## config.mk

```make
export PLATFORM = sky130hd
export DESIGN_NAME = dcr_device_flat
export DESIGN_NICKNAME = d
export VERILOG_FILES = /design/src/dcr_pkg.sv /design/src/dcr_if.sv /design/src/dcr_device.sv /design/src/flat_wrapper.sv
export SDC_FILE = /design/constraint.sdc
export NUM_CORES = 1
export LEC_CHECK = 0
export BUFFER_PORTS_ARGS = -buffer_cell sky130_fd_sc_hd__buf_4
export CAP_MARGIN = 20
export CORE_MARGIN = 3
export CORE_UTILIZATION = 28
export CTS_CLUSTER_DIAMETER = 150
export CTS_CLUSTER_SIZE = 10
export DETAILED_ROUTE_END_ITERATION = 10
export PLACE_DENSITY = 0.43
export SLEW_MARGIN = 20
export SYNTH_ARGS = -nofsm -noshare
export SYNTH_HDL_FRONTEND = slang
export SYNTH_SLANG_ARGS = --single-unit
export TNS_END_PERCENT = 5
```

## constraint.sdc

```tcl
create_clock -name i_clock -period 3.6 [get_ports i_clock]
set_input_delay 0.36 -clock i_clock [delete_from_list [all_inputs] [get_ports i_clock]]
set_output_delay 0.36 -clock i_clock [all_outputs]
set_load 0.01 [all_outputs]
```

## src/dcr_pkg.sv

```systemverilog
// Shared constants and types for the DDR2 command and refresh logic
package dcr_pkg;

  // ----------------------------------------
  // Widths
  // ----------------------------------------
  localparam int BANK_W = 3;
  localparam int ADDR_W = 13;
  localparam int COL_W = 10;
  localparam int NUM_BANKS = 8;
  localparam int AP_BIT = 10;

  // ----------------------------------------
  // Latency and burst settings
  // ----------------------------------------
  localparam logic [2:0] AL_MAX = 3'h6;
  localparam logic [2:0] AL_RESET = 3'h0;
  localparam logic [2:0] CL_RESET = 3'h3;
  localparam logic [2:0] WR_RESET = 3'h3;
  localparam logic [3:0] BL4 = 4'h4;
  localparam logic [3:0] BL8 = 4'h8;
  localparam logic [3:0] TCCD_CYC = 4'h2;

  // ----------------------------------------
  // Timing (ns) and derived cycles at 25 MHz
  // ----------------------------------------
  localparam int CLK_PERIOD_NS = 40;
  localparam int TXSNR_NS = 200;
  localparam int TRFC_NS = 128;
  localparam int TREFI_NS = 7800;
  localparam int TXSNR_CYC = (TXSNR_NS + CLK_PERIOD_NS - 1) / CLK_PERIOD_NS;
  localparam int TRFC_CYC = (TRFC_NS + CLK_PERIOD_NS - 1) / CLK_PERIOD_NS;
  localparam int TREFI_CYC = TREFI_NS / CLK_PERIOD_NS;
  localparam int POSTED_MAX = 8;
  localparam int SELF_REF_PERIOD = 64;

  // ----------------------------------------
  // Decoded commands
  // ----------------------------------------
  typedef enum logic [2:0] {
    CMD_DESELECT, CMD_NOP, CMD_READ, CMD_WRITE,
    CMD_PRECHARGE, CMD_REFRESH, CMD_ACTIVATE, CMD_OTHER
  } dcr_cmd_e;

  // Encoding: cs_n, ras_n, cas_n, we_n
  function automatic dcr_cmd_e dcr_decode(input logic [3:0] pins);
    dcr_cmd_e c;
    c = CMD_OTHER;
    if (pins[3]) c = CMD_DESELECT;
    else begin
      unique case (pins[2:0])
        3'b111: c = CMD_NOP;
        3'b101: c = CMD_READ;
        3'b100: c = CMD_WRITE;
        3'b010: c = CMD_PRECHARGE;
        3'b001: c = CMD_REFRESH;
        3'b011: c = CMD_ACTIVATE;
        default: c = CMD_OTHER;
      endcase
    end
    return c;
  endfunction : dcr_decode

endpackage : dcr_pkg

```

## src/dcr_if.sv

```systemverilog
// Command pins between memory controller and DDR2 device
`timescale 1ns/1ps
interface dcr_if;
  logic cke;
  logic cs_n;
  logic ras_n;
  logic cas_n;
  logic we_n;
  logic odt;
  logic [dcr_pkg::BANK_W-1:0] ba;
  logic [dcr_pkg::ADDR_W-1:0] addr;

  modport ctrl (output cke, cs_n, ras_n, cas_n, we_n, odt, ba, addr);
  modport mem (input cke, cs_n, ras_n, cas_n, we_n, odt, ba, addr);
endinterface : dcr_if

```

## src/dcr_device.sv

```systemverilog
// DDR2 device side: command decode, bank state, auto-precharge, refresh
//
// The address-and-strobe port and the placing of the registers were decided locally.
`timescale 1ns/1ps
module dcr_device #(
  parameter int SR_PERIOD = dcr_pkg::SELF_REF_PERIOD
) (
  // Clock and reset
  input wire logic i_clock,
  input wire logic i_rst,
  // Mode settings
  input wire logic [2:0] i_al,
  input wire logic [2:0] i_cl,
  input wire logic [2:0] i_wr,
  input wire logic i_bl8,
  // Command pins
  dcr_if.mem bus,
  // Observed state
  output logic [dcr_pkg::NUM_BANKS-1:0] o_bank_open,
  output logic o_self_refresh,
  output logic o_dll_on,
  output logic o_col_valid,
  output logic o_col_write,
  output logic [dcr_pkg::BANK_W-1:0] o_col_bank,
  output logic [dcr_pkg::COL_W-1:0] o_col_addr,
  output logic [dcr_pkg::COL_W-1:0] o_seg_base,
  output logic [3:0] o_read_lat,
  output logic [3:0] o_write_lat,
  output logic [15:0] o_refresh_row,
  output logic o_refresh_pulse
);

  localparam int NB = dcr_pkg::NUM_BANKS;

  // ----------------------------------------
  // State
  // ----------------------------------------
  typedef struct packed {
    logic [NB-1:0] open;
    logic [NB-1:0] ap_pend;
    logic [NB-1:0][4:0] ap_cnt;
    logic sref;
    logic dll;
    logic [7:0] sr_tmr;
    logic [15:0] row;
    logic ref_p;
    // Posted column command delay line, one slot per AL cycle
    logic [6:0] pv;
    logic [6:0] pw;
    logic [6:0][dcr_pkg::BANK_W-1:0] pb;
    logic [6:0][dcr_pkg::COL_W-1:0] pc;
    logic cv;
    logic cw;
    logic [dcr_pkg::BANK_W-1:0] cb;
    logic [dcr_pkg::COL_W-1:0] ca;
    logic [dcr_pkg::COL_W-1:0] seg;
    logic [3:0] rl;
    logic [3:0] wl;
  } dcr_dev_s;

  dcr_dev_s st_ff;
  dcr_dev_s nxt_st;

  dcr_pkg::dcr_cmd_e cmd;
  logic [2:0] al_eff;
  logic [3:0] half_bl;

  always_comb begin
    cmd = dcr_pkg::dcr_decode({bus.cs_n, bus.ras_n, bus.cas_n, bus.we_n});
    al_eff = (i_al > dcr_pkg::AL_MAX) ? dcr_pkg::AL_MAX : i_al;
    half_bl = i_bl8 ? (dcr_pkg::BL8 >> 1) : (dcr_pkg::BL4 >> 1);
  end

  always_comb begin
    nxt_st = st_ff;
    nxt_st.ref_p = 1'b0;
    nxt_st.cv = 1'b0;
    nxt_st.rl = 4'({1'b0, al_eff} + {1'b0, i_cl});
    nxt_st.wl = 4'(nxt_st.rl - 4'h1);
    // Auto-precharge countdowns
    for (int b = 0; b < NB; b++) begin
      if (st_ff.ap_pend[b]) begin
        if (st_ff.ap_cnt[b] <= 5'h1) begin
          nxt_st.ap_pend[b] = 1'b0;
          nxt_st.open[b] = 1'b0;
        end else begin
          nxt_st.ap_cnt[b] = 5'(st_ff.ap_cnt[b] - 5'h1);
        end
      end
    end
    // Posted CAS delay line
    nxt_st.pv = {st_ff.pv[5:0], 1'b0};
    nxt_st.pw = {st_ff.pw[5:0], 1'b0};
    nxt_st.pb = {st_ff.pb[5:0], 3'h0};
    nxt_st.pc = {st_ff.pc[5:0], 10'h000};
    if (al_eff != 3'h0 && st_ff.pv[al_eff - 3'h1]) begin
      nxt_st.cv = 1'b1;
      nxt_st.cw = st_ff.pw[al_eff - 3'h1];
      nxt_st.cb = st_ff.pb[al_eff - 3'h1];
      nxt_st.ca = st_ff.pc[al_eff - 3'h1];
    end
    if (st_ff.sref) begin
      // Only CKE and a NOP or deselect matter while in self refresh
      if (st_ff.sr_tmr == 8'(SR_PERIOD - 1)) begin
        nxt_st.sr_tmr = 8'h00;
        nxt_st.row = 16'(st_ff.row + 16'h1);
      end else begin
        nxt_st.sr_tmr = 8'(st_ff.sr_tmr + 8'h1);
      end
      if (bus.cke && (bus.cs_n || cmd == dcr_pkg::CMD_NOP)) begin
        nxt_st.sref = 1'b0;
        nxt_st.dll = 1'b1;
      end
    end else if (bus.cke && !bus.cs_n) begin
      unique case (cmd)
        dcr_pkg::CMD_ACTIVATE: nxt_st.open[bus.ba] = 1'b1;
        dcr_pkg::CMD_READ, dcr_pkg::CMD_WRITE: begin
          if (bus.addr[dcr_pkg::AP_BIT]) begin
            nxt_st.ap_pend[bus.ba] = 1'b1;
            if (cmd == dcr_pkg::CMD_READ)
              nxt_st.ap_cnt[bus.ba] = 5'({2'b00, al_eff} + {1'b0, half_bl});
            else
              nxt_st.ap_cnt[bus.ba] = 5'({1'b0, nxt_st.wl}
                + {1'b0, half_bl} + {2'b00, i_wr});
          end
          nxt_st.seg = i_bl8 ? {bus.addr[9:3], 3'b000}
                             : {bus.addr[9:2], 2'b00};
          if (al_eff == 3'h0) begin
            nxt_st.cv = 1'b1;
            nxt_st.cw = (cmd == dcr_pkg::CMD_WRITE);
            nxt_st.cb = bus.ba;
            nxt_st.ca = bus.addr[dcr_pkg::COL_W-1:0];
          end else begin
            nxt_st.pv[0] = 1'b1;
            nxt_st.pw[0] = (cmd == dcr_pkg::CMD_WRITE);
            nxt_st.pb[0] = bus.ba;
            nxt_st.pc[0] = bus.addr[dcr_pkg::COL_W-1:0];
          end
        end
        dcr_pkg::CMD_PRECHARGE: begin
          if (bus.addr[dcr_pkg::AP_BIT]) begin
            nxt_st.open = '0;
            nxt_st.ap_pend = '0;
          end else begin
            nxt_st.open[bus.ba] = 1'b0;
          end
        end
        dcr_pkg::CMD_REFRESH: begin
          nxt_st.row = 16'(st_ff.row + 16'h1);
          nxt_st.ref_p = 1'b1;
          nxt_st.open = '0;
        end
        dcr_pkg::CMD_NOP, dcr_pkg::CMD_DESELECT,
        dcr_pkg::CMD_OTHER: ;
      endcase
    end else if (!bus.cke && !bus.cs_n && cmd == dcr_pkg::CMD_REFRESH) begin
      nxt_st.sref = 1'b1;
      nxt_st.dll = 1'b0;
      nxt_st.sr_tmr = 8'h00;
    end
  end

  always_ff @(posedge i_clock) begin
    if (i_rst) begin
      st_ff <= '0;
      st_ff.dll <= 1'b1;
    end else begin
      st_ff <= nxt_st;
    end
  end

  assign o_bank_open = st_ff.open;
  assign o_self_refresh = st_ff.sref;
  assign o_dll_on = st_ff.dll;
  assign o_col_valid = st_ff.cv;
  assign o_col_write = st_ff.cw;
  assign o_col_bank = st_ff.cb;
  assign o_col_addr = st_ff.ca;
  assign o_seg_base = st_ff.seg;
  assign o_read_lat = st_ff.rl;
  assign o_write_lat = st_ff.wl;
  assign o_refresh_row = st_ff.row;
  assign o_refresh_pulse = st_ff.ref_p;

endmodule : dcr_device

```

## src/flat_wrapper.sv

```systemverilog
// flat-port wrapper written by rule: the top's interface ports become plain ports
module dcr_device_flat 
#(
  parameter int SR_PERIOD = dcr_pkg::SELF_REF_PERIOD
)
  (i_clock, i_rst, i_al, i_cl, i_wr, i_bl8, o_bank_open, o_self_refresh, o_dll_on, o_col_valid, o_col_write, o_col_bank, o_col_addr, o_seg_base, o_read_lat, o_write_lat, o_refresh_row, o_refresh_pulse, bus_cke, bus_cs_n, bus_ras_n, bus_cas_n, bus_we_n, bus_odt, bus_ba, bus_addr);
  dcr_if bus_i ();
  input wire logic i_clock;
  input wire logic i_rst;
  input wire logic [2:0] i_al;
  input wire logic [2:0] i_cl;
  input wire logic [2:0] i_wr;
  input wire logic i_bl8;
  output logic [dcr_pkg::NUM_BANKS-1:0] o_bank_open;
  output logic o_self_refresh;
  output logic o_dll_on;
  output logic o_col_valid;
  output logic o_col_write;
  output logic [dcr_pkg::BANK_W-1:0] o_col_bank;
  output logic [dcr_pkg::COL_W-1:0] o_col_addr;
  output logic [dcr_pkg::COL_W-1:0] o_seg_base;
  output logic [3:0] o_read_lat;
  output logic [3:0] o_write_lat;
  output logic [15:0] o_refresh_row;
  output logic o_refresh_pulse;
  input wire logic [$bits(bus_i.cke)-1:0] bus_cke;
  input wire logic [$bits(bus_i.cs_n)-1:0] bus_cs_n;
  input wire logic [$bits(bus_i.ras_n)-1:0] bus_ras_n;
  input wire logic [$bits(bus_i.cas_n)-1:0] bus_cas_n;
  input wire logic [$bits(bus_i.we_n)-1:0] bus_we_n;
  input wire logic [$bits(bus_i.odt)-1:0] bus_odt;
  input wire logic [$bits(bus_i.ba)-1:0] bus_ba;
  input wire logic [$bits(bus_i.addr)-1:0] bus_addr;
  assign bus_i.cke = bus_cke;
  assign bus_i.cs_n = bus_cs_n;
  assign bus_i.ras_n = bus_ras_n;
  assign bus_i.cas_n = bus_cas_n;
  assign bus_i.we_n = bus_we_n;
  assign bus_i.odt = bus_odt;
  assign bus_i.ba = bus_ba;
  assign bus_i.addr = bus_addr;
  dcr_device #(.SR_PERIOD(SR_PERIOD)) u_core (.i_clock(i_clock), .i_rst(i_rst), .i_al(i_al), .i_cl(i_cl), .i_wr(i_wr), .i_bl8(i_bl8), .bus(bus_i), .o_bank_open(o_bank_open), .o_self_refresh(o_self_refresh), .o_dll_on(o_dll_on), .o_col_valid(o_col_valid), .o_col_write(o_col_write), .o_col_bank(o_col_bank), .o_col_addr(o_col_addr), .o_seg_base(o_seg_base), .o_read_lat(o_read_lat), .o_write_lat(o_write_lat), .o_refresh_row(o_refresh_row), .o_refresh_pulse(o_refresh_pulse));
endmodule
```

* After elaboration in Yosys (flattened, before gate mapping)
Index checks and enable logic that the tools add are counted.
Word-level totals: flip-flop bits (word level) 221, bits in latches 0, memories 0, bits in read-only memories 0, memory bits (writable) 0, logic and storage cells 203
Cells by class: order comparisons 12, add/subtract/negate cells 16, reduce and logical (&&, ||, !) cells 22, bitwise logic cells 7, shifts and indexed selects 0, div/mod/pow operators 0, multipliers 0, equality and inequality tests 16, multiplexer cells 90
Operator list (number):
- 56-bit two-way mux | 2
- 5-bit two-way mux | 17
- 40-bit bitwise mux | 2
- 40-bit two-way mux | 2
- 25-bit two-way mux | 3
- 48-bit two-way mux | 1
- 5-bit by 1-bit <= comparator with 1-bit output (second input constant) | 8
- 5-bit by 1-bit subtractor with 5-bit output (second input constant) | 8
- 1-bit two-way mux | 36
- 17-bit two-way mux | 2
- 10-bit binary-select mux with 3-bit select | 1
- 10-bit two-way mux | 3
- 15-bit two-way mux | 2
- 26-bit two-way mux | 1
- 8-bit two-way mux | 3
- 8-bit case mux with 3 select lines | 1
- 3-bit equality test (second input constant) | 6
- 3-bit case mux with 6 select lines | 1
- 16-bit by 1-bit adder with 16-bit output (second input constant) | 1
- 16-bit two-way mux | 1
- 8-bit bitwise OR | 2
- 8-bit case mux with 2 select lines | 1
- 5-bit demux with 3-bit select | 1
- 3-bit two-way mux | 5
- other kinds (34) | 53

* Depth between registers and ports, before layout
depth in word-level cells 12, gate-level depth with buffers 15, depth with buffers taken out 13

* Worst setup path after synthesis
No wires, ideal clock.
path kind input port to flip-flop, start in i_al[2], end reg u_core.st_ff[168] in the netlist's numbering, arrival 3851 ps, path slack -336 ps, data required time 3514 ps, stages on the path 15, path through buf_4 -> a21boi_2 -> buf_2 -> ha_1 -> inv_1 -> fa_1 -> ha_1 -> fa_1 -> inv_1 -> ha_1 -> fa_1 -> xnor2_1 -> o21ai_1 -> nor2_1 -> a211oi_1
On the way: longest elaborated chain between the ends 12, elaborated cells between the ends (all ways) 14
RTL lines:
- start: declaration | RTL line flat_wrapper.sv:10 | input wire logic [2:0] i_al;
- 3-bit greater-than comparator | RTL line dcr_device.sv:70 | al_eff = (i_al > dcr_pkg::AL_MAX) ? dcr_pkg::AL_MAX : i_al;
- 3-bit two-way mux (*) | RTL line dcr_device.sv:70
- 3-bit by 3-bit adder with 4-bit output | RTL line dcr_device.sv:78 | nxt_st.rl = 4'({1'b0, al_eff} + {1'b0, i_cl});
- 4-bit by 1-bit subtractor with 4-bit output | RTL line dcr_device.sv:79 | nxt_st.wl = 4'(nxt_st.rl - 4'h1);
- 4-bit by 4-bit adder with 5-bit output | RTL line dcr_device.sv:124 | + {1'b0, half_bl} + {2'b00, i_wr});
- 5-bit by 3-bit adder with 5-bit output | RTL line dcr_device.sv:124
- 40-bit bitwise mux | RTL line dcr_device.sv:123 | nxt_st.ap_cnt[bus.ba] = 5'({1'b0, nxt_st.wl}
- 40-bit two-way mux (*) | RTL line dcr_device.sv:120 | if (cmd == dcr_pkg::CMD_READ)
- 48-bit two-way mux (*) | RTL line dcr_device.sv:118 | if (bus.addr[dcr_pkg::AP_BIT]) begin
- 40-bit two-way mux (*) | RTL line dcr_device.sv:115 | unique case (cmd)
- 56-bit two-way mux (*) | RTL line dcr_device.sv:114 | end else if (bus.cke && !bus.cs_n) begin
- 56-bit two-way mux (*) | RTL line dcr_device.sv:102 | if (st_ff.sref) begin
- end signal: assignment | RTL line dcr_device.sv:168 | st_ff <= nxt_st;
- end: declaration | RTL line dcr_device.sv:61 | dcr_dev_s st_ff;
Every way passes the cells marked *; elsewhere a longest branch is shown, timed or not. A chain may end at the register's enable or synchronous reset.

==> flow_summary.yaml <==
routing:
  wl_mm: 25.7
  routed_via_density: 4.71
  drt_first_iter_violations: 253
  drc: 0
  detail-route-antenna-nets: 0
  avgRoutedWirePerCell_um: 16.7
  vias: 7257
  first_pass_iters: 4
global_routing:
  grt_pass1_wl_mm: 41.0
  overflow: 0
  top_usage_layer: "met2"
  met3_usage_pct: 2.68
  grt.total_usage_pct: 13.4
  antenna_found_initial: 2
  grt_pass1_vias: 7187
  grtUsageMet2_pct: 22.9
  met1_usage_pct: 17.6
  grt_max_degree: 83
yosys:
  synth-seq-cells: 219
  synth_simple_gate_area_share_pct: 21.1
  synth_xor_area_share_pct: 4.06
  syn_area_sq_um: 9920
  yosys.area.top_type: "dfxtp_1"
  syn_area_per_cell_sq_um: 9.56
  synthTopCellsByCount: "219 x dfxtp_1, 122 x nor2_1, 91 x nor2b_1"
  synth_edf_count: 0
  netlist.area_leader.share_pct: 44.2
  synth_compound_area_share_pct: 12.2
  ys_top_cells_by_area: "dfxtp_1 44%, nor2b_1 5.7%, nor2_1 4.6%, buf_4 4.4%, ha_1 3.7%"
  synth_mux_area_share_pct: 5.94
  ys_warn_count: 0
  yosysSeqAreaShare_pct: 44.2
  async_flop_share_pct: 0
  synth_cell_types: 65
  yosysMostFrequentCell: "dfxtp_1"
  yosys_most_used_dff: "dfxtp_1"
  synthAdderAreaFrac_pct: 4.67
  synth_top_family_by_area: "simple AND/OR/NAND/NOR gates"
  synthCells: 1038
timing:
  worstMarginPinSlew_ps: 961
  fmax_ghz: 0.311
  timing.final.ws_setup_ps: 382
  hold_viol: 0
  setup_viol: 0
  finalCritPeriodShare_pct: 89.4
  rsz0062_at_grt: "no"
  skew_ps: 12.2
  timing.hold.ws_ps: 52.1
  finalMaxSlewViolations: 0
  min_period_ps: 3220
  relSlewSlack_pct: 35.1
worst_setup_path:
  critical_path_buf_inv_count: 2
  cp-end-kind: "register"
  critPathSlowestCell: "nor2_1"
  slowest_delay_ps: 570
  criticalPathCategory: "input pin to register"
  critPathLaunchType: "input pin"
  cpLargestDelayFamily: "adder cells"
  cp.arrival_ps: 3660
  crit_required_ps: 4040
  crit_fanout: 8
  worstPathCellList: "buf_4, a21boi_4, ha_4, inv_1, fa_1, ha_1, xnor2_1, fa_1, ha_1, a21o_1, a21oi_1, nor2_1, nor2_1, a211oi_1"
pwr:
  power.density_nw_per_um2: 465
  totalPowerFinal_mw: 5.34
  p_leak_nw: 4.41
  cell_internal_pwr_mw: 3.95
  p_seq_share_pct: 46.2
  switching_share_pct: 26.0
  p_switching_mw: 1.39
  clockPowerShare_pct: 41.3
  peakVddDrop_v: 0.000293
  pwr-share-comb_pct: 12.4
place:
  dp_slack_ps: -244
  hpwl_mm: 16.8
  place_area_sq_um: 10800
  io_buffers: 88
  gp_congestion: 0.755
floorplanning:
  io_pins: 94
  core-area_sq_um: 34700
  die_x_um: 194
  initial_core_util_pct: 28.6
  die_height_um: 194
  rows: 68
  die_area_sq_um: 37700
clock_network:
  clock_latency_ps: 530
  cts_setup_buffers: 0
  clockBufferDepth: 3
  ctsResizeCount: 0
  clock-sinks: 219
  hold_buffers: 0
  numCtsBuffers: 25
  cts_tree: "yes"
  htreeDepth: 1
  cts_root_buf: "clkbuf_16"
  clkTransAtPathRegs_ps: 60
cells_and_area:
  stdcell_area_sq_um: 11500
  fin_nets: 1152
  area_growth_pct: 15.8
  final_util_pct: 33.1
  drive_gt1_share_pct: 19.2
min_path:
  hold_class: "input pin to register"
status:
  status: "finished, final reports clean"
job:
  drv_cap: 0
## state kept, by name, indices dropped and copies added (netlist names)
name                    flops
u_core.o_self_refresh       1
u_core.o_seg_base           8
u_core.o_read_lat           4
u_core.o_col_write          1
u_core.o_write_lat          4
u_core.nxt_st              90
u_core.st_ff               71
u_core.o_bank_open          8
u_core.o_col_addr          10
u_core.o_col_valid          1
u_core.o_dll_on             1
u_core.o_refresh_row       16
u_core.o_col_bank           3
u_core.o_refresh_pulse      1
## cell type report
class / instances / area [sq um]
fillers: 3606 / 23200
multi-input cells: 675 / 4810
flip-flops and latches: 219 / 4380
repair buffers: 119 / 910
clock buffers: 26 / 629
well taps: 455 / 569
inverters: 44 / 165
clock inverters: 1 / 20.0
diodes: 1 / 2.50
## path summary, 6_finish.rpt
check / startpoint / to / slack (ps) / depth (start not counted)
setup / recovery: i_al[0] / u_core.st_ff[194]$_SDFF_PP0_ / 380 / 14
hold / removal: bus_addr[0] / u_core.nxt_st[43]$_SDFF_PP0_ / 50 / 2
setup reg to reg: u_core.o_self_refresh$_SDFF_PP0_ / u_core.st_ff[185]$_SDFF_PP0_ / 1030 / 5
hold reg to reg: u_core.nxt_st[137]$_SDFF_PP0_ / u_core.st_ff[137]$_SDFF_PP0_ / 450 / 2
## cell families after synthesis
family                     Yosys count
AOI/OAI and AO/OA                  170
xor gates and xnor gates            46
adders and majority gates           34
buffers and inverters              145
DFF                                219
muxes                               37
other                                1
and+or+nand+nor                    386
## placed cells by master (no fill, tap or decap), types with 24 or more instances in the layout
| cell | Yosys | layout |
|---|---|---|
| dfxtp_1 | 219 | 219 |
| nor2_1 | 122 | 122 |
| buf_4 | 58 | 117 |
| nor2b_1 | 91 | 91 |
| nand2_1 | 50 | 50 |
| a21oi_1 | 46 | 46 |
| inv_1 | 44 | 44 |
| xnor2_1 | 33 | 32 |
| ha_1 | 29 | 27 |
| a211oi_1 | 26 | 26 |
| clkbuf_16 | 0 | 25 |
| nor4_1 | 24 | 24 |
## stage by stage
step,setup TNS [ps],instances
after detailed placement,-3640,1512
after global routing,0,1539
after CTS,0,1539
final,0,1540
after global placement,-2200,1512
after floorplan,0,1039
## per-layer routing
| layer | part of all wire [%] | vias to the layer above | routed length, um |
|---|---|---|---|
| li1 | - | 3631 | - |
| met1 | 47 | 3496 | 12100 |
| met2 | 47 | 96 | 12000 |
| met3 | 4.0 | 32 | 1020 |
| met4 | 1.9 | 2 | 486 |
| met5 | 0.051 | - | 13 |
## power by group through the flow
stage | Sequential, mW | Clock [mW] | Combinational [mW]
4_1_cts | 2.47 | 2.33 | 0.685
3_5_place_dp | 2.52 | 0 | 0.684
2_1_floorplan | 2.52 | 0 | 0.384
3_3_place_gp | 2.52 | 0 | 0.686
5_1_grt | 2.47 | 2.41 | 0.735
6_report | 2.47 | 2.21 | 0.664
## worst register-to-register path: stages, from the launching register on
cell     delay, ps
dfxtp_1        450
or3b_1         570
nor3_2         670
nand2_1        430
a22oi_1        270
nor2_1          50
Power figures use the tool's default switching activity.
